--- src/verilog/period_match_timer_pkg.sv ---
// Package of constants and types for the 8-bit period match timer.
package period_match_timer_pkg;

  // ****************************************************************
  // Register map
  // ****************************************************************
  localparam int ADDR_W = 3;
  localparam logic [2:0] TIMER_CONTROL_OFFSET = 3'h0;
  localparam logic [2:0] COUNT_REGISTER_OFFSET = 3'h1;
  localparam logic [2:0] PERIOD_REGISTER_OFFSET = 3'h2;
  localparam logic [2:0] PERIPH_IRQ_REQUEST_OFFSET = 3'h3;
  localparam logic [2:0] PERIPH_IRQ_ENABLE_OFFSET = 3'h4;

  // ****************************************************************
  // Field positions
  // ****************************************************************
  localparam int POSTSCALE_LSB = 3;
  localparam int RUN_BIT = 2;
  localparam int PRESCALE_LSB = 0;
  localparam int MATCH_IRQ_BIT = 1;

  // ****************************************************************
  // Reset values
  // ****************************************************************
  localparam logic [6:0] TIMER_CONTROL_RESET = 7'h00;
  localparam logic [7:0] COUNT_RESET = 8'h00;
  localparam logic [7:0] PERIOD_RESET = 8'hFF;
  localparam logic [3:0] SCALER_RESET = 4'h0;
  localparam logic [1:0] INSTR_DIV_RESET = 2'h0;

  // ****************************************************************
  // Prescale codes and clocking
  // ****************************************************************
  localparam logic [1:0] PRESCALE_DIV1 = 2'h0;
  localparam logic [1:0] PRESCALE_DIV4 = 2'h1;
  localparam logic [3:0] PRESCALE_LIMIT_DIV1 = 4'h0;
  localparam logic [3:0] PRESCALE_LIMIT_DIV4 = 4'h3;
  localparam logic [3:0] PRESCALE_LIMIT_DIV16 = 4'hF;
  // The instruction clock is the oscillator clock divided by four.
  localparam int OSC_PER_INSTR = 4;
  localparam logic [1:0] INSTR_DIV_LAST = 2'(OSC_PER_INSTR - 1);

  // Control register fields, bit 7 is absent.
  typedef struct packed {
    logic [3:0] postscale_select;
    logic timer_run_bit;
    logic [1:0] prescale_select;
  } timer_control_t;

  // One register bus request.
  typedef struct packed {
    logic [ADDR_W-1:0] addr;
    logic [7:0] wdata;
    logic wr;
    logic rd;
  } bus_req_t;

endpackage

--- src/verilog/period_match_timer_8bit.sv ---
// Top module of the 8-bit period match timer with prescaler and postscaler.
//
// Operation
// Control bits 6..3 pick 1 to 16 period matches per interrupt flag setting.
// Control bit 2 runs the timer when one, stops it when zero.
// Control bits 1..0 divide the instruction clock: 00 by 1, 01 by 4, 1x by 16.
// Each match advances a 4-bit postscaler; reaching the ratio yields the event.
// The postscaler event sets the match flag, latched until software clears it.
// The match enable bit decides whether the latched flag raises the interrupt.
// The unscaled match pulse goes out as a PWM time base.
// The timer output is offered as a shift clock for the serial port.
// Control bit 7 reads zero and ignores writes.
// Count starts at zero, increments per prescaled tick, returns to zero after match.
// Reset clears the count and sets the period register to all ones.
// Count or control writes and reset clear both scalers; control writes keep count.
// A stopped timer holds count and scalers and makes no match or event.
//
// Decided for this implementation: the plain strobed port and the register offsets.
`timescale 1ns/1ps

module period_match_timer_8bit (
  input wire logic mclk_i,
  input wire logic rstn_i,
  input wire logic [2:0] addr_i,
  input wire logic [7:0] wdata_i,
  input wire logic wr_i,
  input wire logic rd_i,
  output logic [7:0] rdata_o,
  output logic irq_o,
  output logic pwm_timebase_o,
  output logic spi_shift_clk_o
);

  // ****************************************************************
  // Prescale ratio decode
  // ****************************************************************
  function automatic logic [3:0] prescale_limit(input logic [1:0] sel);
    logic [3:0] lim;
    lim = period_match_timer_pkg::PRESCALE_LIMIT_DIV16;
    if (sel == period_match_timer_pkg::PRESCALE_DIV1) begin
      lim = period_match_timer_pkg::PRESCALE_LIMIT_DIV1;
    end else if (sel == period_match_timer_pkg::PRESCALE_DIV4) begin
      lim = period_match_timer_pkg::PRESCALE_LIMIT_DIV4;
    end
    return lim;
  endfunction

  // ****************************************************************
  // Bus request decode
  // ****************************************************************
  period_match_timer_pkg::bus_req_t req;
  assign req = '{addr: addr_i, wdata: wdata_i, wr: wr_i, rd: rd_i};

  wire logic wr_control = req.wr && (req.addr == period_match_timer_pkg::TIMER_CONTROL_OFFSET);
  wire logic wr_count = req.wr && (req.addr == period_match_timer_pkg::COUNT_REGISTER_OFFSET);
  wire logic wr_period = req.wr && (req.addr == period_match_timer_pkg::PERIOD_REGISTER_OFFSET);
  wire logic wr_irq_req = req.wr && (req.addr == period_match_timer_pkg::PERIPH_IRQ_REQUEST_OFFSET);
  wire logic wr_irq_en = req.wr && (req.addr == period_match_timer_pkg::PERIPH_IRQ_ENABLE_OFFSET);

  // ****************************************************************
  // State
  // ****************************************************************
  period_match_timer_pkg::timer_control_t control_reg;
  logic [7:0] count_reg;
  logic [7:0] period_reg;
  logic [3:0] prescale_reg;
  logic [3:0] postscale_reg;
  logic [1:0] instr_div_reg;
  logic match_irq_flag_reg;
  logic match_irq_enable_reg;
  logic [7:0] rdata_reg;
  logic irq_reg;
  logic pwm_reg;
  logic spi_clk_reg;

  // ****************************************************************
  // Timing chain
  // ****************************************************************
  wire logic instr_tick = (instr_div_reg == period_match_timer_pkg::INSTR_DIV_LAST);
  wire logic run = control_reg.timer_run_bit;
  wire logic [3:0] ps_limit = prescale_limit(control_reg.prescale_select);
  wire logic prescaled_tick = run && instr_tick && (prescale_reg == ps_limit);
  wire logic period_match = prescaled_tick && (count_reg == period_reg);
  wire logic post_event = period_match && (postscale_reg == control_reg.postscale_select);
  wire logic scaler_clear = wr_count || wr_control;

  logic [3:0] prescale_next;
  logic [3:0] postscale_next;
  logic [7:0] count_next;
  logic match_irq_flag_next;

  // The prescaler only counts while running; the control write that stops or restarts the timer clears its phase.
  always_comb begin
    prescale_next = prescale_reg;
    if (scaler_clear) begin
      prescale_next = period_match_timer_pkg::SCALER_RESET;
    end else if (run && instr_tick) begin
      prescale_next = (prescale_reg == ps_limit) ? period_match_timer_pkg::SCALER_RESET : 4'(prescale_reg + 4'h1);
    end
  end

  always_comb begin
    postscale_next = postscale_reg;
    if (scaler_clear) begin
      postscale_next = period_match_timer_pkg::SCALER_RESET;
    end else if (post_event) begin
      postscale_next = period_match_timer_pkg::SCALER_RESET;
    end else if (period_match) begin
      postscale_next = 4'(postscale_reg + 4'h1);
    end
  end

  // A count write wins over the match reset, so software can preload in mid-period.
  always_comb begin
    count_next = count_reg;
    if (wr_count) begin
      count_next = req.wdata;
    end else if (period_match) begin
      count_next = period_match_timer_pkg::COUNT_RESET;
    end else if (prescaled_tick) begin
      count_next = 8'(count_reg + 8'h01);
    end
  end

  // A hardware event in the same cycle as a software clear wins, so no match is lost.
  always_comb begin
    match_irq_flag_next = match_irq_flag_reg;
    if (wr_irq_req) begin
      match_irq_flag_next = req.wdata[period_match_timer_pkg::MATCH_IRQ_BIT];
    end
    if (post_event) begin
      match_irq_flag_next = 1'b1;
    end
  end

  // ****************************************************************
  // Read decode
  // ****************************************************************
  // Unmapped addresses read zero, and writes to them are dropped.
  logic [7:0] rdata_next;
  always_comb begin
    rdata_next = 8'h00;
    if (req.rd) begin
      unique case (req.addr)
        period_match_timer_pkg::TIMER_CONTROL_OFFSET: rdata_next = {1'b0, control_reg};
        period_match_timer_pkg::COUNT_REGISTER_OFFSET: rdata_next = count_reg;
        period_match_timer_pkg::PERIOD_REGISTER_OFFSET: rdata_next = period_reg;
        period_match_timer_pkg::PERIPH_IRQ_REQUEST_OFFSET:
          rdata_next = 8'({match_irq_flag_reg, 1'b0});
        period_match_timer_pkg::PERIPH_IRQ_ENABLE_OFFSET:
          rdata_next = 8'({match_irq_enable_reg, 1'b0});
        default: rdata_next = 8'h00;
      endcase
    end
  end

  // ****************************************************************
  // Registers
  // ****************************************************************
  // Software-owned configuration; only bus writes change it.
  always_ff @(posedge mclk_i) begin
    if (!rstn_i) begin
      control_reg <= period_match_timer_pkg::TIMER_CONTROL_RESET;
      period_reg <= period_match_timer_pkg::PERIOD_RESET;
      match_irq_enable_reg <= 1'b0;
    end else begin
      if (wr_control) begin
        control_reg <= req.wdata[6:0];
      end
      if (wr_period) begin
        period_reg <= req.wdata;
      end
      if (wr_irq_en) begin
        match_irq_enable_reg <= req.wdata[period_match_timer_pkg::MATCH_IRQ_BIT];
      end
    end
  end

  // The instruction divider free-runs, so bus writes never shift the tick phase.
  always_ff @(posedge mclk_i) begin
    if (!rstn_i) begin
      instr_div_reg <= period_match_timer_pkg::INSTR_DIV_RESET;
    end else begin
      instr_div_reg <= 2'(instr_div_reg + 2'h1);
    end
  end

  always_ff @(posedge mclk_i) begin
    if (!rstn_i) begin
      count_reg <= period_match_timer_pkg::COUNT_RESET;
      prescale_reg <= period_match_timer_pkg::SCALER_RESET;
      postscale_reg <= period_match_timer_pkg::SCALER_RESET;
      match_irq_flag_reg <= 1'b0;
    end else begin
      count_reg <= count_next;
      prescale_reg <= prescale_next;
      postscale_reg <= postscale_next;
      match_irq_flag_reg <= match_irq_flag_next;
    end
  end

  // Outputs are registered so downstream units see clean, glitch-free levels.
  always_ff @(posedge mclk_i) begin
    if (!rstn_i) begin
      rdata_reg <= 8'h00;
      irq_reg <= 1'b0;
      pwm_reg <= 1'b0;
      spi_clk_reg <= 1'b0;
    end else begin
      rdata_reg <= rdata_next;
      irq_reg <= match_irq_flag_next && match_irq_enable_reg;
      pwm_reg <= period_match;
      // The shift clock toggles once per match, so it runs at half the match rate.
      if (period_match) begin
        spi_clk_reg <= ~spi_clk_reg;
      end
    end
  end

  assign rdata_o = rdata_reg;
  assign irq_o = irq_reg;
  assign pwm_timebase_o = pwm_reg;
  assign spi_shift_clk_o = spi_clk_reg;

endmodule // period_match_timer_8bit

--- config.mk ---
export PLATFORM = sky130hd
export DESIGN_NAME = period_match_timer_8bit
export DESIGN_NICKNAME = d
export VERILOG_FILES = /design/src/verilog/period_match_timer_pkg.sv /design/src/verilog/period_match_timer_8bit.sv
export SDC_FILE = /design/constraint.sdc
export NUM_CORES = 1
export LEC_CHECK = 0
export ABC_AREA = 1
export BUFFER_PORTS_ARGS = -buffer_cell sky130_fd_sc_hd__buf_4
export CORE_MARGIN = 3
export CORE_UTILIZATION = 30
export DETAILED_ROUTE_END_ITERATION = 6
export PLACE_DENSITY_LB_ADDON = 0.15
export SYNTH_ARGS = -nofsm -noshare
export SYNTH_HDL_FRONTEND = slang
export SYNTH_SLANG_ARGS = --single-unit
--- constraint.sdc ---
create_clock -name mclk_i -period 2.1 [get_ports mclk_i]
set_clock_uncertainty 0.2 [all_clocks]
set_input_delay 0.21 -clock mclk_i [delete_from_list [all_inputs] [get_ports mclk_i]]
set_output_delay 0.21 -clock mclk_i [all_outputs]
set_load 0.02 [all_outputs]
==> key figures, run 1 <==
Clock tree
  • CTS H-tree depth: 2
  • Clk Latency, worst-skew pair: 0.30 ns
  • Post-CTS Setup Inserts: 0
  • CTS sink count: 46
  • Maximum root-to-sink buffer count: 2
  • Clk slew on worst S/H paths: 0.09 ns
  • TritonCTS clock tree: done
  • Total CTS buffers: 5
  • CTS root buffer: clkbuf_8

Die
  • Die Y: 98.3 microns
  • Starting density of the core: 30.9%
  • Ports: 26
  • Placement Rows: 33
  • Die ar.: 9660 sq um
  • Die extent in x: 98.3 microns
  • Core area: 8260 sq um

Synth
  • Mapped cell area: 2550 sq um
  • Net Count, Synth: 388
  • Distinct cells, synth: 32
  • Share of the synthesized area in the top cell type: 36.1%
  • Synth area leaders: dfxtp_1 36%, nand2_1 16%, inv_1 7.1%, nand3_1 4.3%, nor2_1 3.4%
  • Synthesis warning total: 0
  • Area leader, netlist: dfxtp_1
  • Synthesized area per cell: 6.92 sq um
  • Flops & latches, synth: 46
  • Mapped Cells: 369
  • Seq/Total Area, Yosys: 36.1%

Outcome
  • Outcome: completed

Place
  • Routability cong.: 0.784
  • Buffers on Ports: 25
  • Area after DPL: 2840 sq um
  • Hpwl dp: 5.14 mm

Cells and area
  • Final net count: 423
  • Design Area, Final: 3000 sq um
  • ANT cells: 0
  • Layout cell share with drive strength beyond 1: 18.3%
  • P&R area growth vs syn: 17.3%
  • Util after Layout: 36.3%

Setup path
  • Worst Setup Start Kind: register
  • R2R depth: 8
  • Worst EP required: 2.09 ns
  • Crit-path max FO: 11
  • Worst R2R Start: control_reg[1]
  • R2R Setup Slk: 0.25 ns
  • CP Capture Type: register
  • Worst Path Arrival: 1.84 ns
  • Kind of critical path: reg -> reg
  • Reg2reg end: postscale_reg[3]

Global route
  • Antenna violations before repair: 0
  • Grt ovf: 0
  • Gr usage total: 13.8%
  • Vias in the first global route: 2125
  • Global-route wire length before repair: 10.7 mm
  • Pin count of the biggest net entering global routing: 18

STA
  • Finish-stage setup viols: 0
  • Final worst-path cycle share: 88.2%
  • Worst slew pin tran: 0.522 ns
  • Crit path time final: 1.85 ns
  • Slew HR: 65.1%
  • Top achievable clock speed: 0.540 GHz
  • Total negative slack: 0 ns
  • Max Slew Vio Count: 0
  • RSZ-0062 raised after global routing: no
  • WHS: 0.0112 ns
  • Fin. Hold Viols: 0

Power and ir drop
  • Static leakage: 1.40 nW
  • PD cells: 541 nW/um^2
  • Max IR drop VDD: 223 uV

Flow run
  • Max_cap viols: 0

Detailed routing
  • DRC viols: 0
  • DRT iter0 DRCs: 72
  • Routed WL: 6.50 mm
  • WL per Instance: 12.8 microns
  • Routed vias: 2308
  • Via density: 4.53
  • Antenna viol nets, final: 0
  • DRT Pass-1 Iters: 6

Hold path
  • WHS Endpoint: instr_div_reg[1]
  • Worst hold start: rstn_i
  • Worst hold path cell count: 3
  • Worst hold path class: in -> reg
[how the worst max path moves through the flow]
stage	start	to	slack, ns	depth (start not counted)
after floorplan	instr_div_reg[0]	spi_shift_clk_o	0.60	8
after global placement	control_reg[1]	postscale_reg[2]	0.27	8
after detailed placement	control_reg[1]	postscale_reg[3]	0.27	8
after CTS	control_reg[1]	postscale_reg[2]	0.24	8
after global routing	control_reg[1]	irq_o	0.07	10
final	control_reg[1]	postscale_reg[3]	0.25	8
[cells in the mapped netlist, drive strengths merged]
| cell | count |
|---|---|
| nand2 | 118 |
| dfxtp | 46 |
| nand4 | 9 |
| xnor2 | 4 |
| o21ai | 12 |
| buf | 7 |
| o211ai | 8 |
| xor2 | 5 |
| ha | 4 |
| o22ai | 2 |
| o221ai | 5 |
| clkinv | 3 |
| a21oi | 23 |
| nand3b | 1 |
| a31oi | 1 |
| nand3 | 25 |
| nor3 | 3 |
| inv | 60 |
| clkbuf | 2 |
| nor2 | 31 |
[cells by family (layout without fill, tap and decap cells)]
family | after synthesis | in the layout | synth area share, %
AO/OA/AOI/OAI | 51 | 51 | 12.8
XOR/XNOR | 9 | 9 | 3.09
adder cells (fa/ha/maj) | 4 | 4 | 1.96
AND/OR/NAND/NOR | 187 | 187 | 34.1
buffers and inverters | 72 | 107 | 12.0
flip-flops | 46 | 46 | 36.1
[per-layer routing]
layer / wire [microns] / GRT usage [%] / vias up
met2: 2980 / 22.0 / 40
met4: 68 / 3.47 / 0
met3: 273 / 2.93 / 5
met5: 0 / 0 / -
li1: - / - / 1233
met1: 3180 / 19.1 / 1030
[placed cells by master (no fill, tap or decap), drive strengths merged]
master       netlist  layout
o22ai              2       2
xor2               5       5
a21oi             23      23
nor2              31      31
dlygate4sd3        0       8
nand3b             1       1
o211ai             8       8
ha                 4       4
clkbuf             2       7
nand2            118     118
dfxtp             46      46
clkinv             3       3
nor3               3       3
o221ai             5       5
inv               60      60
a31oi              1       1
nand3             25      25
buf                7      29
nand4              9       9
o21ai             12      12
xnor2              4       4
[per-stage QoR]
stage,power [mW],worst slack [ns],instances
3_3_place_gp,1.11,0.271,494
3_5_place_dp,1.11,0.274,494
4_1_cts,1.66,0.243,509
6_report,1.62,0.248,509
5_1_grt,1.71,0.0687,509
2_1_floorplan,1.04,0.601,369
[area by class of cell]
type                       instances  area (sq um)
timing repair buffer              37           298
fill                             933          5260
tap                              105           131
inverter                          63           241
multi-input combinational        251          1330
clock buffer                       7          76.3
sequential                        46           921
[repair_timing]
action | 4_1_cts | 5_1_grt
hold buffers | 8 | 0
gates resized for setup | 0 | 0
hold endpoints to repair | 11 | 0
[report_power, final]
group          internal (mW)  leakage, nW  switching (mW)  total (mW)
combinational         0.0755        0.989           0.116       0.191
sequential             0.893        0.373          0.0155       0.908
clock                  0.230       0.0383           0.291       0.521
total                   1.20         1.40           0.422        1.62
[critical path, stage by stage (launching register included)]
cell	delay [ns]
dfxtp_1	0.33
inv_1	0.12
nand3b_1	0.09
nand2_1	0.10
nand2_1	0.07
nor2_2	0.41
nand3_2	0.21
nand2_2	0.15
a21oi_1	0.05
(Power assumes the default switching activity.)
==> inputs of run 2 (changes only) <==
--- a/config.mk
+++ b/config.mk
@@ -5,7 +5,6 @@
 export SDC_FILE = /design/constraint.sdc
 export NUM_CORES = 1
 export LEC_CHECK = 0
-export ABC_AREA = 1
 export BUFFER_PORTS_ARGS = -buffer_cell sky130_fd_sc_hd__buf_4
 export CORE_MARGIN = 3
 export CORE_UTILIZATION = 30
==> run 2 against run 1 <==
Effect of this change: the flow now finishes with violations (setup timing); first-iteration DRC count grew 13%; clock-buffer cell count shrank 2; sequential share of layout area rose by 0.49 points; area after synthesis fell by 12%; total power up 4.8%; register-to-register slack got worse by 0.26 ns; sequential power is 2% higher; worst setup slack lost 0.26 ns; die area fell by 11%; via count shrank 9.7%; core utilization rose by 4.2 points; highest routed layer unchanged.
==> key figures, run 2 <==
Hold path
  • Worst hold path cell count: 3
  • Worst hold path class: in -> reg
  • WHS Endpoint: rdata_o[7]
  • Worst hold start: addr_i[0]

Setup path
  • Worst Path Arrival: 2.16 ns
  • Crit-path max FO: 4
  • R2R depth: 6
  • CP Capture Type: register
  • Worst EP required: 2.15 ns
  • Worst Setup Start Kind: register
  • Reg2reg end: count_reg[0]
  • R2R Setup Slk: -0.01 ns
  • Kind of critical path: reg -> reg
  • Worst R2R Start: prescale_reg[2]

Global route
  • Vias in the first global route: 2082
  • Grt ovf: 0
  • Global-route wire length before repair: 10.4 mm
  • Antenna violations before repair: 0
  • Gr usage total: 15.3%
  • Pin count of the biggest net entering global routing: 28

Cells and area
  • Util after Layout: 40.5%
  • Final net count: 341
  • Filler cell count: 784
  • Most common cell after layout, fill and taps aside: nand2_1
  • ANT cells: 0
  • Post-Layout Cell Count: 422
  • P&R area growth vs syn: 30.7%
  • Most frequent cells in the layout: 53 x nand2_1, 45 x dfxtp_1, 41 x buf_4
  • Layout cell share with drive strength beyond 1: 22.0%

Synth
  • Net Count, Synth: 293
  • Flops & latches, synth: 46
  • Synthesis warning total: 0
  • Area leader, netlist: dfxtp_1
  • Share of the synthesized area in the top cell type: 40.8%
  • Seq/Total Area, Yosys: 40.8%
  • Async SR Flop Fraction: 0%
  • Mapped Cells: 274
  • Synth area leaders: dfxtp_1 41%, nand2_1 9.0%, xor2_1 5.0%, nand3_1 4.4%, mux2i_1 4.0%
  • Synth Flop Type: dfxtp_1
  • Mapped cell area: 2260 sq um
  • Most common cell in the netlist: nand2_1
  • Synthesized area per cell: 8.25 sq um
  • EDFF count, synth: 0
  • Synth cell count leaders: 54 x nand2_1, 46 x dfxtp_1, 21 x nor2_1
  • Distinct cells, synth: 46

Clock tree
  • Clk slew on worst S/H paths: 0.10 ns
  • Post-CTS Setup Inserts: 0
  • Clk Latency, worst-skew pair: 0.30 ns
  • Total CTS buffers: 5
  • CTS root buffer: clkbuf_8
  • TritonCTS clock tree: done
  • CTS sink count: 46
  • CTS H-tree depth: 2
  • Maximum root-to-sink buffer count: 2

Die
  • Die extent in x: 92.8 microns
  • Die ar.: 8610 sq um
  • Placement Rows: 31
  • Core area: 7290 sq um
  • Die Y: 92.8 microns
  • Starting density of the core: 31.0%
  • Ports: 26

STA
  • Worst slew pin tran: 0.461 ns
  • Final setup margin: -0.0121 ns
  • RSZ-0062 raised after global routing: yes
  • Crit path time final: 2.11 ns
  • Finish-stage setup viols: 2
  • Top achievable clock speed: 0.473 GHz
  • Final worst-path cycle share: 101%
  • Max Slew Vio Count: 0
  • Fin. Hold Viols: 0
  • Slew HR: 69.0%

Flow run
  • Max_cap viols: 0

Detailed routing
  • DRT Pass-1 Iters: 5
  • Routed WL: 6.27 mm
  • Routed vias: 2085
  • DRC viols: 0
  • WL per Instance: 14.9 microns
  • Via density: 4.94
  • Antenna viol nets, final: 0
  • DRT iter0 DRCs: 81

Place
  • Hpwl dp: 4.58 mm
  • Buffers on Ports: 25
  • Routability cong.: 0.829
  • Placed Cells: 405

Power and ir drop
  • PD cells: 575 nW/um^2
  • Max IR drop VDD: 240 uV
  • Total power: 1.70 mW
  • Static leakage: 1.15 nW

Outcome
  • Failing checks: setup timing
  • Outcome: complete, but fails checks
run 2: cell types whose count changed after synthesis, moves of 6 or more:
cell	previous run	this run
clkbuf_1	2	9
nand2_1	112	54
inv_1	48	1
a21oi_2	8	1
xor2_1	5	13
and2_1	0	10
mux2i_1	0	9
inv_2	12	0
nand4_1	9	3
run 2: through the flow:
stage / hold WS [ns] / setup TNS, ns / cell area, sq um / worst slack (ns)
floorplan: 0.134 / 0 / 2260 / 0.0674
global placement: 0.208 / 0 / 2660 / 0.00344
detailed placement: 0.223 / -0.115 / 2660 / -0.0676
CTS: 0.0747 / -0.0758 / 2860 / -0.0285
global route: 0.0917 / -0.655 / 2950 / -0.103
finish: 0.0865 / -0.0144 / 2950 / -0.0121
run 2: cell type report:
class	count	area, sq um	area share (%)
multi-input cells	217	1410	47.6
flip-flops and latches	46	922	31.2
repair buffers	51	409	13.9
well taps	99	124	4.19
clock buffers	5	68.8	2.33
clock inverters	3	18.8	0.636
inverters	1	3.75	0.127
run 2: how the worst max path moves through the flow:
stage	from	end	slack, ns	depth (start not counted)
after floorplan	prescale_reg[2]	count_reg[3]	0.07	5
after global placement	prescale_reg[2]	count_reg[5]	0.003	5
after detailed placement	prescale_reg[2]	count_reg[5]	-0.07	5
after CTS	prescale_reg[2]	count_reg[3]	-0.03	5
after global routing	prescale_reg[2]	count_reg[5]	-0.10	5
final	prescale_reg[2]	count_reg[0]	-0.01	6
run 2: logic make-up (layout without fill, tap and decap cells):
logic type	Yosys count	after routing	share of synthesized area [%]
and+or+nand+nor	135	135	29.0
AOI/OAI and AO/OA	50	50	14.7
DFF	46	46	40.8
xor gates and xnor gates	18	18	6.98
buffers and inverters	11	60	1.83
muxes	10	10	4.49
adders and majority gates	4	4	2.21
run 2: power breakdown:
group	internal (mW)	switching, mW
sequential	0.899	0.0284
combinational	0.101	0.114
clock	0.235	0.321
run 2: what timing repair did:
item | in CTS | in global routing
hold buffers | 9 | 0
hold endpoints to repair | 17 | 0
endpoints found under the setup margin | 8 | 15
pin swaps | 0 | 5
gates resized for setup | 8 | 19
gates cloned | 0 | 0
run 2: worst max-delay path, stage by stage, from the launching register on:
cell	delay [ns]
dfxtp_2	0.33
or4b_1	0.57
a21o_1	0.33
a21oi_4	0.28
buf_6	0.15
nand3b_1	0.08
a21oi_2	0.12
run 2: layer usage:
| metal | routed length [microns] | GRT usage, % | vias up |
|---|---|---|---|
| li1 | - | - | 1060 |
| met1 | 2940 | 20.7 | 979 |
| met3 | 315 | 2.52 | 4 |
| met2 | 2970 | 25.0 | 42 |
| met4 | 44 | 4.15 | 0 |
| met5 | 0 | 0 | - |
==> inputs of run 3 (changes only) <==
--- a/config.mk
+++ b/config.mk
@@ -8,6 +8,7 @@
 export BUFFER_PORTS_ARGS = -buffer_cell sky130_fd_sc_hd__buf_4
 export CORE_MARGIN = 3
 export CORE_UTILIZATION = 30
+export CTS_BUF_LIST = sky130_fd_sc_hd__clkbuf_16
 export DETAILED_ROUTE_END_ITERATION = 6
 export PLACE_DENSITY_LB_ADDON = 0.15
 export SYNTH_ARGS = -nofsm -noshare
==> run 3 against run 2 <==
Effect of this change: the flow still finishes with violations (setup timing); combinational power about the same; die area did not move; first-iteration DRC count decreased by 15%; total power is 14% higher.
==> key figures, run 3 (same netlist as run 2, synthesis figures left out) <==
Outcome
  • Outcome: complete, but fails checks
  • Failing checks: setup timing

Setup path
  • Worst setup startpoint: prescale_reg[2]
  • Worst R2R Start: prescale_reg[2]
  • Crit-path max cell delay: 0.51 ns
  • Kind of critical path: reg -> reg
  • CP Cell Sequence: or3_4 > or4_4 > a2111oi_4 > o211ai_1 > a31oi_1
  • R2R depth: 5
  • CP endpoint: count_reg[5]
  • Worst Setup Start Kind: register
  • R2R Setup Slk: -0.001 ns
  • CP Capture Type: register
  • Reg2reg end: count_reg[5]
  • Worst EP required: 2.12 ns
  • Crit-path max FO: 4
  • Worst Path Arrival: 2.12 ns
  • CP max stage cell: or4_4

Detailed routing
  • DRT iter0 DRCs: 69
  • DRC viols: 0
  • Routed vias: 2064
  • Antenna viol nets, final: 0
  • Routed WL: 6.25 mm
  • WL per Instance: 14.8 microns
  • Via density: 4.89
  • DRT Pass-1 Iters: 4

Cells and area
  • Layout cell share with drive strength beyond 1: 22.0%
  • P&R area growth vs syn: 33.2%
  • Most frequent cells in the layout: 53 x nand2_1, 45 x dfxtp_1, 41 x buf_4
  • Multi-input gate area: 1410 sq um
  • Seq. cell area: 922 sq um
  • Design Area, Final: 3010 sq um
  • Post-Layout Cell Count: 422
  • Most common cell after layout, fill and taps aside: nand2_1
  • Filler cell count: 782
  • Final net count: 341
  • ANT cells: 0

Global route
  • Global-route wire length before repair: 10.5 mm
  • Antenna violations before repair: 0
  • Grt ovf: 0
  • Gr usage total: 15.4%
  • Vias in the first global route: 2075
  • Pin count of the biggest net entering global routing: 28

Place
  • Setup Slack @ Placement: -0.0676 ns
  • Placed Cells: 405
  • Area after DPL: 2660 sq um
  • Hpwl dp: 4.58 mm
  • Routability cong.: 0.829
  • Buffers on Ports: 25

Clock tree
  • Total CTS buffers: 5
  • Clk slew on worst S/H paths: 0.07 ns
  • TritonCTS clock tree: done
  • CTS H-tree depth: 2
  • Maximum root-to-sink buffer count: 2
  • Post-CTS Setup Inserts: 0
  • Clk Latency, worst-skew pair: 0.29 ns
  • CTS root buffer: clkbuf_16
  • CTS sink count: 46

STA
  • WHS: 0.109 ns
  • Slew HR: 68.6%
  • Finish-stage setup viols: 1
  • Total negative slack: -0.000968 ns
  • Crit path time final: 2.10 ns
  • Final worst-path cycle share: 100%
  • Final setup margin: -0.000968 ns
  • Worst slew pin tran: 0.466 ns
  • Fin. Hold Viols: 0
  • Max Slew Vio Count: 0
  • Top achievable clock speed: 0.476 GHz
  • RSZ-0062 raised after global routing: yes

Die
  • Die Y: 92.8 microns
  • Die extent in x: 92.8 microns
  • Core area: 7290 sq um
  • Starting density of the core: 31.0%
  • Placement Rows: 31
  • Die ar.: 8610 sq um
  • Ports: 26

Power and ir drop
  • Max IR drop VDD: 264 uV
  • Static leakage: 1.18 nW
  • PD cells: 641 nW/um^2

Flow run
  • Max_cap viols: 0

Hold path
  • Worst hold path cell count: 3
  • Worst hold path class: in -> reg
==> run 3: cell counts in the layout (fill, tap and decap cells not counted) <==
No cell type changed its count.
==> run 3: report_power, final <==
group / switching [mW] / internal [mW]
combinational: 0.114 / 0.101
clock: 0.344 / 0.441
sequential: 0.0289 / 0.900
total: 0.487 / 1.44
==> run 3: final cells by class <==
type	instances	share of cell area, %
Clock buffer	5	4.16
Clock inverter	3	0.624
Inverter	1	0.125
Multi-Input combinational cell	217	46.7
Sequential cell	46	30.6
Tap cell	99	4.12
Timing Repair Buffer	51	13.6
==> run 3: critical path, delay by kind of cell (launching register included) <==
family	cells	cell delay, ns
simple gates	2	0.89
compound gates	3	0.62
flops	1	0.32
==> run 3: routing by layer <==
| layer | routed length, microns | up-vias | global-route usage, % |
|---|---|---|---|
| met5 | 0 | - | 0 |
| met1 | 3040 | 966 | 21.0 |
| met3 | 175 | 7 | 2.52 |
| met4 | 73 | 0 | 4.52 |
| met2 | 2960 | 30 | 25.1 |
| li1 | - | 1061 | - |
==> run 3: worst min-delay path by stage <==
stage,start,end
after global placement,instr_div_reg[0],instr_div_reg[0]
after floorplan,wdata_i[1],period_reg[1]
final,addr_i[0],rdata_o[7]
after CTS,addr_i[0],rdata_o[7]
after detailed placement,instr_div_reg[0],instr_div_reg[0]
after global routing,addr_i[0],rdata_o[7]
==> run 3: per-stage QoR <==
stage / power [mW] / util [%]
floorplan: 1.06 / -
global placement: 1.14 / 36.5
detailed placement: 1.14 / 36.5
CTS: 1.95 / 40.0
global route: 2.02 / 41.3
finish: 1.93 / 41.3
==> run 3: what timing repair did <==
action                                 4_1_cts  5_1_grt
hold buffers                                 9        0
gates resized for setup                      6       21
setup endpoints to repair                    8       14
pin swaps                                    0        5
endpoints found under the hold margin       13        0
